File: config.mk
export PLATFORM = sky130hd
export DESIGN_NAME = serial_config_port
export DESIGN_NICKNAME = d
export VERILOG_FILES = /design/src/design/serial_config_pkg.sv /design/src/design/serial_frame_if.sv /design/src/design/serial_shifter.sv /design/src/design/serial_config_port.sv
export SDC_FILE = /design/constraint.sdc
export NUM_CORES = 1
export LEC_CHECK = 0
export BUFFER_PORTS_ARGS = -buffer_cell sky130_fd_sc_hd__buf_4
export CAP_MARGIN = 20
export CORE_MARGIN = 2
export CORE_UTILIZATION = 39
export CTS_CLUSTER_DIAMETER = 150
export CTS_CLUSTER_SIZE = 12
export DETAILED_ROUTE_END_ITERATION = 12
export SLEW_MARGIN = 5
export SYNTH_ARGS = -nofsm -noshare
export SYNTH_HDL_FRONTEND = slang
export SYNTH_SLANG_ARGS = --single-unit
export TNS_END_PERCENT = 100
File: constraint.sdc
create_clock -name core_clk -period 2.4 [get_ports core_clk]
set_input_delay 0.48 -clock core_clk [delete_from_list [all_inputs] [get_ports core_clk]]
set_output_delay 0.48 -clock core_clk [all_outputs]
set_load 0.02 [all_outputs]
File: src/design/serial_config_pkg.sv
// Operation
// - Each block's final power-down is the OR of all requests reaching it.
// - Global pin and full-off bits beat the medium pins and partial bits, then single bits.
// - Partial power-down comes from the amp or converter pins or partial bits.
// - Partial power-down keeps references and LVDS clocks running.
// - Full-off bits or the global pin switch off every block, references included; LVDS output disable follows only its own bit.
// - Registers keep their contents during any power-down.
// - Register 1 bits 9:2 power down channels 1 to 8 individually.
// - Serial data is sampled on rising serial clock while select is low.
// - Every 24th rising edge commits the word; partial excess bits are dropped.
// - Edges are counted in groups of 24 from the select falling edge.
// - A frame is an 8-bit address followed by 16 data bits.
// - Readback: set readback enable, then send a frame with the target address.
// - Readback drives 16 data bits on serial out, changing after falling edges.
// - While readback is enabled only a write to register 0 takes effect.
// - Serial out is released unless readback enable is set.
// - A high pulse on the hardware reset pin restores all defaults.
// - Writing the soft reset bit clears every register, then the bit clears itself.
// - Three-bit test-pattern field selects the output data source.
// - Low-latency bit selects 11-cycle or 8-cycle output latency.
package serial_config_pkg;
    localparam logic [7:0] REG_CTRL_ADDR = 8'h00;
    localparam logic [7:0] REG_POWER_ADDR = 8'h01;
    localparam logic [7:0] REG_PATTERN_ADDR = 8'h02;
    localparam logic [7:0] REG_INVERT_ADDR = 8'h03;
    localparam logic [15:0] REG_RESET_VALUE = 16'h0000;
    localparam int SOFT_RESET_BIT = 0;
    localparam int READBACK_BIT = 1;
    localparam int CONV_FULL_BIT = 0;
    localparam int LVDS_DISABLE_BIT = 1;
    localparam int CHAN_LSB = 2;
    localparam int CONV_PARTIAL_BIT = 10;
    localparam int AMP_PARTIAL_BIT = 0;
    localparam int AMP_FULL_BIT = 1;
    localparam int PREAMP_BIT = 2;
    localparam int ATTEN_BIT = 3;
    localparam int LOW_LATENCY_BIT = 12;
    localparam int PATTERN_LSB = 13;
    localparam logic [4:0] FRAME_BITS = 5'h18;
    localparam logic [4:0] ADDR_BITS = 5'h08;
    localparam logic [4:0] LATENCY_NORMAL = 5'h0B;
    localparam logic [4:0] LATENCY_LOW = 5'h08;
    localparam int CLOCK_MHZ = 25;
    localparam int WAKE_CLOCK_US = 50;
    localparam int WAKE_CLOCK_CYCLES = WAKE_CLOCK_US * CLOCK_MHZ;
    typedef enum logic [2:0] {
        PAT_NORMAL, PAT_SYNC, PAT_DESKEW, PAT_CUSTOM, PAT_ONES, PAT_TOGGLE, PAT_ZEROS, PAT_RAMP
    } pattern_type;
endpackage : serial_config_pkg

File: src/design/serial_frame_if.sv
`timescale 1ns/10ps
// Frame results from the shifter to the register bank
interface serial_frame_if;
    logic commit;
    logic [7:0] addr;
    logic [15:0] data;
    logic addr_done;
    modport shifter (output commit, output addr, output data, output addr_done);
    modport bank (input commit, input addr, input data, input addr_done);
endinterface : serial_frame_if

File: src/design/serial_shifter.sv
`timescale 1ns/10ps
module serial_shifter (
    // Clock and reset
    input wire logic core_clk,
    input wire logic rst_b,
    input wire logic clear,
    // Synchronised pins and edges
    input wire logic sel_n,
    input wire logic sel_fall,
    input wire logic sclk_rise,
    input wire logic sdi,
    // Frame output
    serial_frame_if.shifter frame
);
    typedef struct packed {
        logic [4:0] count;
        logic [23:0] shift;
        logic commit;
        logic addr_done;
    } state_type;
    state_type s_q, s_d;
    logic [23:0] next_shift;

    // Shift and count groups of 24
    always_comb begin
        s_d = s_q;
        s_d.commit = 1'b0;
        s_d.addr_done = 1'b0;
        next_shift = {s_q.shift[22:0], sdi}; // MSB first, address first
        if (clear || sel_fall) begin
            s_d.count = 5'h00; // Restart count; a partial group is dropped
        end else if (!sel_n && sclk_rise) begin
            s_d.shift = next_shift; // Sample on rising edge while selected
            if (s_q.count == serial_config_pkg::FRAME_BITS - 5'h01) begin
                s_d.count = 5'h00;
                s_d.commit = 1'b1; // Commit on 24th edge
            end else begin
                s_d.count = s_q.count + 5'h01;
                s_d.addr_done = (s_q.count == serial_config_pkg::ADDR_BITS - 5'h01);
            end
        end
    end

    // State register
    always_ff @(posedge core_clk or negedge rst_b) begin
        if (!rst_b) begin
            s_q <= '0;
        end else begin
            s_q <= s_d;
        end
    end

    assign frame.commit = s_q.commit;
    assign frame.addr_done = s_q.addr_done;
    assign frame.addr = s_q.commit ? s_q.shift[23:16] : s_q.shift[7:0];
    assign frame.data = s_q.shift[15:0];

    frame_len_a: assert property (@(posedge core_clk) disable iff (!rst_b)
        s_q.commit |-> $past(s_q.count) == 5'h17) else $error("commit off 24th edge");
    abort_clr_a: assert property (@(posedge core_clk) disable iff (!rst_b)
        sel_fall && !clear |=> s_q.count == 5'h00 && !s_q.commit)
        else $error("count not restarted");
    idle_hold_a: assert property (@(posedge core_clk) disable iff (!rst_b)
        sel_n && !sel_fall && !clear |=> $stable(s_q.shift)) else $error("shift while idle");
    frame_cov: cover property (@(posedge core_clk) disable iff (!rst_b) s_q.commit);
endmodule : serial_shifter

File: src/design/serial_config_port.sv
`timescale 1ns/10ps
module serial_config_port (
    // Clock and reset
    input wire logic core_clk,
    input wire logic rst_b,
    // Hardware reset pin, active high
    input wire logic hw_reset_pin,
    // Serial port pins
    input wire logic serial_select_n,
    input wire logic serial_clk,
    input wire logic serial_in,
    output logic serial_out,
    output logic serial_out_oe,
    // Power-down pins
    input wire logic global_powerdown_pin,
    input wire logic amp_chain_powerdown_pin,
    input wire logic converter_powerdown_pin,
    // Final power-down controls
    output logic preamp_pd,
    output logic atten_gain_pd,
    output logic [7:0] converter_channel_pd,
    output logic reference_pd,
    output logic lvds_clock_pd,
    output logic lvds_out_disable,
    // Output data configuration
    output serial_config_pkg::pattern_type pattern_sel,
    output logic [4:0] output_latency,
    output logic digital_bypass,
    output logic [7:0] channel_invert,
    output logic offset_sub_en
);
    // ----------------------------------------------------------------
    // Pin synchronisers
    // ----------------------------------------------------------------
    typedef struct packed {
        logic [6:0] s1;
        logic [6:0] s2;
        logic sclk_d;
        logic sel_d;
    } sync_type;
    sync_type y_q, y_d;
    logic [6:0] pins;
    logic hw_rst, sel_n, sclk, sdi, gpd, apd, cpd;
    logic sclk_rise, sclk_fall, sel_fall;

    assign pins = {hw_reset_pin, serial_select_n, serial_clk, serial_in,
                   global_powerdown_pin, amp_chain_powerdown_pin, converter_powerdown_pin};
    assign {hw_rst, sel_n, sclk, sdi, gpd, apd, cpd} = y_q.s2;

    // Two-stage capture then edge history
    always_comb begin
        y_d = y_q;
        y_d.s1 = pins;
        y_d.s2 = y_q.s1;
        y_d.sclk_d = sclk;
        y_d.sel_d = sel_n;
    end

    always_ff @(posedge core_clk or negedge rst_b) begin
        if (!rst_b) begin
            y_q <= {7'h20, 7'h20, 1'b0, 1'b1}; // Idle pin levels: select high, rest low
        end else begin
            y_q <= y_d;
        end
    end

    assign sclk_rise = sclk && !y_q.sclk_d;
    assign sclk_fall = !sclk && y_q.sclk_d;
    assign sel_fall = !sel_n && y_q.sel_d;

    // ----------------------------------------------------------------
    // Frame shifter
    // ----------------------------------------------------------------
    serial_frame_if frame ();

    serial_shifter u_shift (
        .core_clk(core_clk),
        .rst_b(rst_b),
        .clear(hw_rst),
        .sel_n(sel_n),
        .sel_fall(sel_fall),
        .sclk_rise(sclk_rise),
        .sdi(sdi),
        .frame(frame.shifter)
    );

    // ----------------------------------------------------------------
    // Register bank and readback
    // ----------------------------------------------------------------
    typedef struct packed {
        logic [15:0] ctrl;
        logic [15:0] power;
        logic [15:0] pattern;
        logic [15:0] invert;
        logic [15:0] rd_shift;
        logic out_bit;
        logic loading;
    } bank_type;
    bank_type b_q, b_d;
    logic readback;
    logic [15:0] rd_word;

    assign readback = b_q.ctrl[serial_config_pkg::READBACK_BIT];

    // Readback word for the address just shifted in
    always_comb begin
        case (frame.addr)
            serial_config_pkg::REG_CTRL_ADDR: rd_word = b_q.ctrl;
            serial_config_pkg::REG_POWER_ADDR: rd_word = b_q.power;
            serial_config_pkg::REG_PATTERN_ADDR: rd_word = b_q.pattern;
            serial_config_pkg::REG_INVERT_ADDR: rd_word = b_q.invert;
            default: rd_word = 16'h0000;
        endcase
    end

    // Register writes, resets and readback shifting
    always_comb begin
        b_d = b_q;
        if (hw_rst) begin
            b_d = '0; // Hardware reset pin restores defaults
            b_d.out_bit = b_q.out_bit;
        end else begin
            if (frame.addr_done && readback) begin
                b_d.rd_shift = rd_word; // Load after address byte
                b_d.loading = 1'b1;
            end
            if (sclk_fall && b_q.loading) begin
                b_d.out_bit = b_q.rd_shift[15]; // Change after falling edge
                b_d.rd_shift = {b_q.rd_shift[14:0], 1'b0};
            end
            if (sel_n || frame.commit) begin
                b_d.loading = 1'b0;
            end
            if (frame.commit) begin
                // Only register 0 is writable during readback
                if (frame.addr == serial_config_pkg::REG_CTRL_ADDR) begin
                    b_d.ctrl = frame.data & 16'h0003;
                    if (frame.data[serial_config_pkg::SOFT_RESET_BIT]) begin
                        // Soft reset clears all, bit self-clears
                        b_d.ctrl = serial_config_pkg::REG_RESET_VALUE;
                        b_d.power = serial_config_pkg::REG_RESET_VALUE;
                        b_d.pattern = serial_config_pkg::REG_RESET_VALUE;
                        b_d.invert = serial_config_pkg::REG_RESET_VALUE;
                    end
                end else if (!readback) begin
                    case (frame.addr)
                        serial_config_pkg::REG_POWER_ADDR: b_d.power = frame.data;
                        serial_config_pkg::REG_PATTERN_ADDR: b_d.pattern = frame.data;
                        serial_config_pkg::REG_INVERT_ADDR: b_d.invert = frame.data;
                        default: b_d.power = b_q.power;
                    endcase
                end
            end
        end
    end

    // Bank register; power pins never touch it
    always_ff @(posedge core_clk or negedge rst_b) begin
        if (!rst_b) begin
            b_q <= '0;
        end else begin
            b_q <= b_d;
        end
    end

    // Serial out enabled only in readback
    assign serial_out = b_q.out_bit;
    assign serial_out_oe = readback;

    // ----------------------------------------------------------------
    // Power-down combining
    // ----------------------------------------------------------------
    logic amp_full, conv_full, amp_part, conv_part, all_off, amp_off, conv_off;
    logic [7:0] chan_bits;

    assign amp_full = b_q.invert[serial_config_pkg::AMP_FULL_BIT];
    assign conv_full = b_q.power[serial_config_pkg::CONV_FULL_BIT];
    assign amp_part = b_q.invert[serial_config_pkg::AMP_PARTIAL_BIT];
    assign conv_part = b_q.power[serial_config_pkg::CONV_PARTIAL_BIT];
    assign chan_bits = b_q.power[serial_config_pkg::CHAN_LSB +: 8];

    // OR of sources; higher sources cover lower ones
    assign all_off = gpd || amp_full || conv_full; // Full power-down
    assign amp_off = all_off || apd || amp_part; // Partial from pin or bit
    assign conv_off = all_off || cpd || conv_part;
    assign preamp_pd = amp_off || b_q.invert[serial_config_pkg::PREAMP_BIT];
    assign atten_gain_pd = amp_off || b_q.invert[serial_config_pkg::ATTEN_BIT];
    assign reference_pd = all_off; // Partial keeps references
    assign lvds_clock_pd = all_off; // Partial keeps LVDS clocks
    assign lvds_out_disable = b_q.power[serial_config_pkg::LVDS_DISABLE_BIT];

    // Per-channel converter gating
    genvar ch;
    generate
        for (ch = 0; ch < 8; ch++) begin : g_chan
            assign converter_channel_pd[ch] = conv_off || chan_bits[ch];
        end
    endgenerate

    // ----------------------------------------------------------------
    // Output configuration
    // ----------------------------------------------------------------
    assign pattern_sel = serial_config_pkg::pattern_type'(
        b_q.pattern[serial_config_pkg::PATTERN_LSB +: 3]);
    assign digital_bypass = b_q.pattern[serial_config_pkg::LOW_LATENCY_BIT];
    assign output_latency = digital_bypass ? serial_config_pkg::LATENCY_LOW
                                           : serial_config_pkg::LATENCY_NORMAL;
    assign channel_invert = b_q.invert[7:0];
    assign offset_sub_en = b_q.invert[8];

    // ----------------------------------------------------------------
    // Checks
    // ----------------------------------------------------------------
    global_off_a: assert property (@(posedge core_clk) disable iff (!rst_b)
        gpd |-> reference_pd && preamp_pd && atten_gain_pd && &converter_channel_pd)
        else $error("global off incomplete");
    partial_ref_a: assert property (@(posedge core_clk) disable iff (!rst_b)
        (apd || cpd) && !all_off |-> !reference_pd && !lvds_clock_pd)
        else $error("partial stopped references");
    chan_map_a: assert property (@(posedge core_clk) disable iff (!rst_b)
        converter_channel_pd[7] == (conv_off || b_q.power[9]))
        else $error("channel 8 mapping");
    oe_rb_a: assert property (@(posedge core_clk) disable iff (!rst_b)
        serial_out_oe == b_q.ctrl[1]) else $error("serial out enable");
    rb_block_a: assert property (@(posedge core_clk) disable iff (!rst_b)
        readback && frame.commit && frame.addr == 8'h02 && !hw_rst |=> $stable(b_q.pattern))
        else $error("write during readback");
    soft_rst_a: assert property (@(posedge core_clk) disable iff (!rst_b)
        frame.commit && frame.addr == 8'h00 && frame.data[0] && !hw_rst
        |=> b_q.ctrl == 16'h0000 && b_q.power == 16'h0000) else $error("soft reset");
    hw_rst_a: assert property (@(posedge core_clk) disable iff (!rst_b)
        hw_rst |=> b_q.pattern == 16'h0000 && b_q.invert == 16'h0000)
        else $error("hardware reset");
    pd_keep_a: assert property (@(posedge core_clk) disable iff (!rst_b)
        $rose(gpd) && !frame.commit && !hw_rst |=> $stable(b_q.power))
        else $error("power-down lost state");
    latency_a: assert property (@(posedge core_clk) disable iff (!rst_b)
        output_latency == (b_q.pattern[12] ? 5'h08 : 5'h0B)) else $error("latency");
    rb_cov: cover property (@(posedge core_clk) disable iff (!rst_b) readback && sclk_fall);
    pd_cov: cover property (@(posedge core_clk) disable iff (!rst_b) apd && !all_off);
    sr_cov: cover property (@(posedge core_clk) disable iff (!rst_b) frame.commit && frame.data[0]);
endmodule : serial_config_port

==> results of run 1 <==
state kept, by name (all words and copies together) (netlist names):
register	count
channel_invert	8
y_d	7
offset_sub_en	1
u_shift.frame.addr_done	1
u_shift.frame.commit	1
b_q	51
apd	1
sdi	1
u_shift.next_shift	7
lvds_out_disable	1
sel_n	1
serial_out	1
u_shift.s_q	6
hw_rst	1
gpd	1
y_q	2
cpd	1
serial_out_oe	1
digital_bypass	1
pattern_sel	3
u_shift.frame.data	16
sclk	1
area by class of cell:
class | count | area [sq um] | area share (%)
Inverter | 4 | 15.0 | 0.248
Clock inverter | 4 | 45.0 | 0.743
Clock buffer | 28 | 527 | 8.69
Timing Repair Buffer | 61 | 524 | 8.65
Sequential cell | 114 | 2860 | 47.1
Tap cell | 172 | 215 | 3.55
Multi-Input combinational cell | 223 | 1880 | 31.0
how the worst max path moves through the flow:
stage                           start  cells after the start                       to
finish                        b_q[50]                      4  converter_channel_pd[7]
global route                  b_q[50]                      4  converter_channel_pd[6]
CTS                           b_q[50]                      4  converter_channel_pd[0]
detailed placement  channel_invert[1]                      4  converter_channel_pd[6]
global placement    channel_invert[1]                      4  converter_channel_pd[5]
floorplan           channel_invert[1]                      3  converter_channel_pd[0]
report_power, final:
group / internal, mW / switching [mW]
clock network: 1.58 / 0.798
registers: 1.96 / 0.0446
logic: 0.151 / 0.235
total: 3.69 / 1.08
through the flow:
stage	setup TNS, ps	cells	area (sq um)	utilization (%)	hold slack, ps
2_1_floorplan	0	381	4950	-	184
3_3_place_gp	0	572	5400	43.1	335
3_5_place_dp	0	572	5400	43.1	335
4_1_cts	-808	605	6040	48.2	34.4
5_1_grt	-1240	606	6060	48.4	54.3
6_report	-707	606	6060	48.4	31.1
cell families (layout without fill, tap and decap cells):
logic type                 after synthesis  count (layout)  share of synthesized area (%)
adders and majority gates                1               1                          0.253
buffers and inverters                   44              97                           5.21
and+or+nand+nor                         61              61                           8.37
muxes                                   46              46                           10.7
AOI/OAI and AO/OA                      112             112                           17.6
other                                    2               3                          0.152
DFF                                    114             114                           57.7
what timing repair did:
item,CTS,global route
hold buffers,0,0
gates resized for setup,19,4
gates cloned,0,0
pin swaps,4,3
setup buffers,2,1
endpoints found under the setup margin,10,10
synth_stat cells, types with 4 or more instances:
library cell               instances
sky130_fd_sc_hd__o21ai_1           4
sky130_fd_sc_hd__nand2_1           6
sky130_fd_sc_hd__nor2_1           10
sky130_fd_sc_hd__mux2i_1           4
sky130_fd_sc_hd__o21ai_0          15
sky130_fd_sc_hd__buf_4            18
sky130_fd_sc_hd__nand3_1           4
sky130_fd_sc_hd__mux2_2           40
sky130_fd_sc_hd__clkbuf_1          6
sky130_fd_sc_hd__a22o_1           49
sky130_fd_sc_hd__dfrtp_1         111
sky130_fd_sc_hd__buf_2            13
sky130_fd_sc_hd__or2_2             8
sky130_fd_sc_hd__a22oi_1          30
metal layers:
layer	share of wire, %	routed length (um)	track usage [%]
met1	46	5200	25.1
met2	50	5650	28.8
met3	3.5	399	4.72
met4	1.4	155	6.98
met5	0	0	0
==> flow_summary.json, run 1 <==
{
  "cts.htree.levels": 4,
  "routed_vias": 3301,
  "outcome": "finished with violations",
  "grt_first_pass_wirelength_um": 18500,
  "grt_antenna_before_repair": 0,
  "cp_slowest_stage_delay_ps": 470,
  "failed_checks": "negative setup slack",
  "post-synth-top-area-cell": "sky130_fd_sc_hd__dfrtp_1",
  "synth.avg_cell_area_sq_um": 13.0,
  "cp.arrival_ps": 2000,
  "detailedRoute.firstIterationViolations": 175,
  "clock_skew_ps": 6.24,
  "place_worst_setup_slack_ps": 166,
  "drt_pre_antenna_iters": 4,
  "ff2ff_path_depth": 5,
  "cp_cell_sequence": "or3_4, or3_4, or2_4, buf_6",
  "hp-class": "primary input to async pin",
  "largest_net_degree_at_the_start_of_global_routing": 46,
  "static_leakage_power_nw": 2.82,
  "p_per_area_nw_per_um2": 786,
  "post_route_setup_slack_ps": -78.5,
  "synth.yosys.seq_area_share_pct": 57.7,
  "critical_path.max_fanout": 8,
  "totalPowerFinal_mw": 4.77,
  "pin_count": 42,
  "mappedNetlistArea_sq_um": 4950,
  "synthesis.instances": 380,
  "yosys_register_bits": 114,
  "unrepaired_setup_endpoints_after_global_routing": "yes",
  "synth_warnings": 0,
  "synth_top_flop_cell": "sky130_fd_sc_hd__dfrtp_1",
  "cts_tree": "built",
  "floorplan.initialDensity_pct": 39.5,
  "critPathSlowestCell": "sky130_fd_sc_hd__or3_4",
  "die-area_sq_um": 13600,
  "maxSlewHeadroom_pct": 43.1,
  "portBuffers": 38,
  "dieWidth_um": 117,
  "drcViolationCount": 0,
  "routed_wirelength_um": 11400,
  "post-dp-hpwl_um": 7280,
  "core_area_sq_um": 12500,
  "layout-area-overhead-vs-synth_pct": 22.5,
  "fp-row-count": 41,
  "max_cap_viol_count": 0,
  "cts.path.max_buffers": 2,
  "layout.cells.most_common_list": "111 x sky130_fd_sc_hd__dfrtp_1, 49 x sky130_fd_sc_hd__a22o_1, 48 x sky130_fd_sc_hd__buf_4",
  "num-fill-cells": 1155,
  "die-height_um": 117,
  "critPathTopFamily": "simple AND/OR/NAND/NOR gates",
  "grt.total_usage_pct": 18.5,
  "ys_async_sr_fraction_pct": 100,
  "finalHoldViolations": 0,
  "global_route.overflow_total": 0,
  "r2r_end": "b_q[30]",
  "avgViaCountPerCell": 5.45,
  "clock_transition_at_the_registers_of_the_reported_paths_ps": 50,
  "report.final.setup_viol": 10,
  "critPathLaunchType": "flip-flop",
  "regToRegStartpoint": "u_shift.frame.commit",
  "clockRootBuffer": "sky130_fd_sc_hd__clkbuf_16",
  "route.antenna.remaining_nets": 0,
  "wl_per_cell_um": 18.8,
  "final_period_minus_worst_setup_slack_ps": 2480,
  "clock_latency_of_the_later_clocked_register_in_the_worst_skew_pair_ps": 400,
  "final_layout_size_suffix_gt1_share_pct": 35.5,
  "ys_top_cells_by_area": "sky130_fd_sc_hd__dfrtp_1 56%, sky130_fd_sc_hd__mux2_2 9.1%, sky130_fd_sc_hd__a22o_1 8.7%",
  "min_period_over_period_pct": 103,
  "vias_in_the_first_global_route": 3359,
  "clock.fmax_ghz": 0.403,
  "nets": 431,
  "vdd_ir_drop_max_uv": 475,
  "yosys.area.top_type_share_pct": 56.1,
  "slew_violations": 0,
  "numCtsBuffers": 17,
  "end_kind": "primary output",
  "numClockSinks": 114,
  "critical_path.most_common_cell": "sky130_fd_sc_hd__or3_4",
  "worst_ep_required_time_ps": 1920,
  "criticalPathCategory": "flip-flop to primary output",
  "tightest_slew_ps": 854,
  "timing.critical_path.buf_inv": 1,
  "timing.reg2reg.setup_slack_ps": 280,
  "gp_congestion": 0.789,
  "synth_enable_flop_cells": 0,
  "number_of_different_library_cells_in_the_post_synthesis_netlist": 56,
  "final_common_cell": "sky130_fd_sc_hd__dfrtp_1",
  "antennaDiodeCount": 0
}
Power figures use the tool's default switching activity.
==> inputs of run 2 (changes only) <==
--- a/config.mk
+++ b/config.mk
@@ -12,6 +12,7 @@
 export CTS_CLUSTER_DIAMETER = 150
 export CTS_CLUSTER_SIZE = 12
 export DETAILED_ROUTE_END_ITERATION = 12
+export RECOVER_POWER = 25
 export SLEW_MARGIN = 5
 export SYNTH_ARGS = -nofsm -noshare
 export SYNTH_HDL_FRONTEND = slang
==> flow_summary.json, run 2 (same netlist as run 1, synthesis figures left out) <==
{
  "place_worst_setup_slack_ps": 166,
  "global_route.overflow_total": 0,
  "grt.total_usage_pct": 18.5,
  "criticalPathCategory": "flip-flop to primary output",
  "fp-row-count": 41,
  "largest_register": "b_q",
  "layout-area-overhead-vs-synth_pct": 22.4,
  "hp-class": "primary input to flip-flop",
  "final_period_minus_worst_setup_slack_ps": 2480,
  "route.antenna.remaining_nets": 0,
  "post-dp-hpwl_um": 7280,
  "tightest_slew_ps": 1940,
  "largest_net_degree_at_the_start_of_global_routing": 46,
  "avgViaCountPerCell": 5.46,
  "die-area_sq_um": 13600,
  "drt_pre_antenna_iters": 4,
  "clockRootBuffer": "sky130_fd_sc_hd__clkbuf_16",
  "regToRegStartpoint": "u_shift.frame.commit",
  "power.net_switching_mw": 1.08,
  "clock.fmax_ghz": 0.403,
  "core_area_sq_um": 12500,
  "power_frac_clock_pct": 49.9,
  "post_route_setup_slack_ps": -78.8,
  "numClockSinks": 114,
  "cts.htree.levels": 4,
  "vias_in_the_first_global_route": 3359,
  "outcome": "finished with violations",
  "p_per_area_nw_per_um2": 787,
  "cts_tree": "built",
  "finalHoldViolations": 0,
  "grt_antenna_before_repair": 0,
  "final_common_cell": "sky130_fd_sc_hd__dfrtp_1",
  "power.switching_fraction_pct": 22.6,
  "cp_cell_sequence": "or3_4, or3_4, or2_4, buf_6",
  "comb_power_share_pct": 8.1,
  "detailedRoute.firstIterationViolations": 172,
  "static_leakage_power_nw": 2.81,
  "antennaDiodeCount": 0,
  "post_route_setup_tns_ps": -713,
  "wl_per_cell_um": 18.8,
  "numPlacedInstances": 572,
  "cell_internal_power_mw": 3.69,
  "gp_congestion": 0.789,
  "layout.cells.most_common_list": "111 x sky130_fd_sc_hd__dfrtp_1, 49 x sky130_fd_sc_hd__a22o_1, 40 x sky130_fd_sc_hd__mux2_2",
  "dieWidth_um": 117,
  "totalPowerFinal_mw": 4.77,
  "crit_path_start": "b_q[50]",
  "max_cap_viol_count": 1,
  "clock_transition_at_the_registers_of_the_reported_paths_ps": 50,
  "unrepaired_setup_endpoints_after_global_routing": "yes",
  "largest_reg_flops": 51,
  "end_kind": "primary output",
  "grt_first_pass_wirelength_um": 18500,
  "slew_violations": 35,
  "min_period_over_period_pct": 103,
  "clock_latency_of_the_later_clocked_register_in_the_worst_skew_pair_ps": 400,
  "floorplan.initialDensity_pct": 39.5,
  "numCtsBuffers": 17,
  "critPathLaunchType": "flip-flop",
  "failed_checks": "max-capacitance violations, max-slew violations, negative setup slack",
  "cts.path.max_buffers": 2,
  "vdd_ir_drop_max_uv": 476,
  "cp_slowest_stage_delay_ps": 470,
  "critical_path.most_common_cell": "sky130_fd_sc_hd__or3_4",
  "stdcell_count": 606,
  "fin_hold_ws_ps": 188,
  "power_frac_seq_pct": 42.0,
  "maxSlewHeadroom_pct": -29.0,
  "critical_path.max_fanout": 8,
  "nets": 431,
  "drcViolationCount": 0,
  "portBuffers": 38,
  "min-delay-start": "serial_select_n",
  "cp.arrival_ps": 2000,
  "die-height_um": 117,
  "report.final.setup_viol": 10,
  "postCtsHoldBufs": 0,
  "routed_wirelength_um": 11400,
  "final_layout_size_suffix_gt1_share_pct": 35.0,
  "critPathSlowestCell": "sky130_fd_sc_hd__or3_4",
  "pin_count": 42,
  "routed_vias": 3306,
  "clock_skew_ps": 6.25,
  "worst_ep_required_time_ps": 1920
}
==> run 2: cell count changes in the layout (fill, tap and decap cells not counted) <==
| cell | previous run | this run |
|---|---|---|
| sky130_fd_sc_hd__dfstp_2 | 3 | 2 |
| sky130_fd_sc_hd__dfstp_1 | 0 | 1 |
| sky130_fd_sc_hd__clkbuf_1 | 5 | 6 |
| sky130_fd_sc_hd__buf_4 | 48 | 39 |
| sky130_fd_sc_hd__clkbuf_4 | 0 | 7 |
| sky130_fd_sc_hd__clkbuf_2 | 0 | 1 |
==> run 2: repair_timing <==
item / in CTS / in global routing
endpoints found under the setup margin: 10 / 10
gates cloned: 0 / 0
setup buffers: 2 / 1
pin swaps: 4 / 3
resized for setup: 19 / 4
==> run 2: power groups by stage <==
stage          clock (mW)  sequential, mW  combinational [mW]
4_1_cts              2.43            2.00               0.387
6_report             2.38            2.00               0.385
2_1_floorplan           0            2.00               0.229
3_3_place_gp            0            2.03               0.369
3_5_place_dp            0            2.03               0.373
5_1_grt              2.53            2.00               0.416
==> run 2: path summary, 6_finish.rpt <==
path | to | slack [ps] | cells past startpoint
worst max-delay path | converter_channel_pd[7] | -80 | 4
max in group asynchronous | u_shift.frame.data[15] | 530 | 2
worst max register to register | b_q[30] | 280 | 5
worst min-delay path | y_d[7] | 190 | 1
min in group asynchronous | u_shift.s_q[26] | 620 | 1
worst min register to register | cpd | 350 | 0
==> run 2: worst max-delay path: cells and delay by family, from the launching register on <==
kind | cells | cell delay [ps]
DFF | 1 | 370
buffers and inverters | 1 | 130
and+or+nand+nor | 3 | 1100
==> run 2: area by class of cell <==
type                            count  area [sq um]
Fill cell                        1156          6460
Tap cell                          172           215
Inverter                            4          15.0
Clock inverter                      4          45.0
Sequential cell                   114          2860
Multi-Input combinational cell    223          1880
Clock buffer                       28           527
Timing Repair Buffer               61           518
==> run 2: stage by stage <==
step	util [%]	instance area (sq um)
floorplan	-	4950
global placement	43.1	5400
detailed placement	43.1	5400
CTS	48.2	6040
global route	48.4	6060
finish	48.4	6060
==> run 2: layer usage <==
| metal | part of all wire, % | global-route usage (%) | wire length, um | vias up |
|---|---|---|---|---|
| met5 | 0 | 0 | 0 | - |
| met4 | 1.4 | 6.98 | 155 | 0 |
| met3 | 3.0 | 4.72 | 347 | 11 |
| met2 | 50 | 28.8 | 5660 | 65 |
| met1 | 46 | 25.1 | 5240 | 1726 |
| li1 | - | - | - | 1504 |
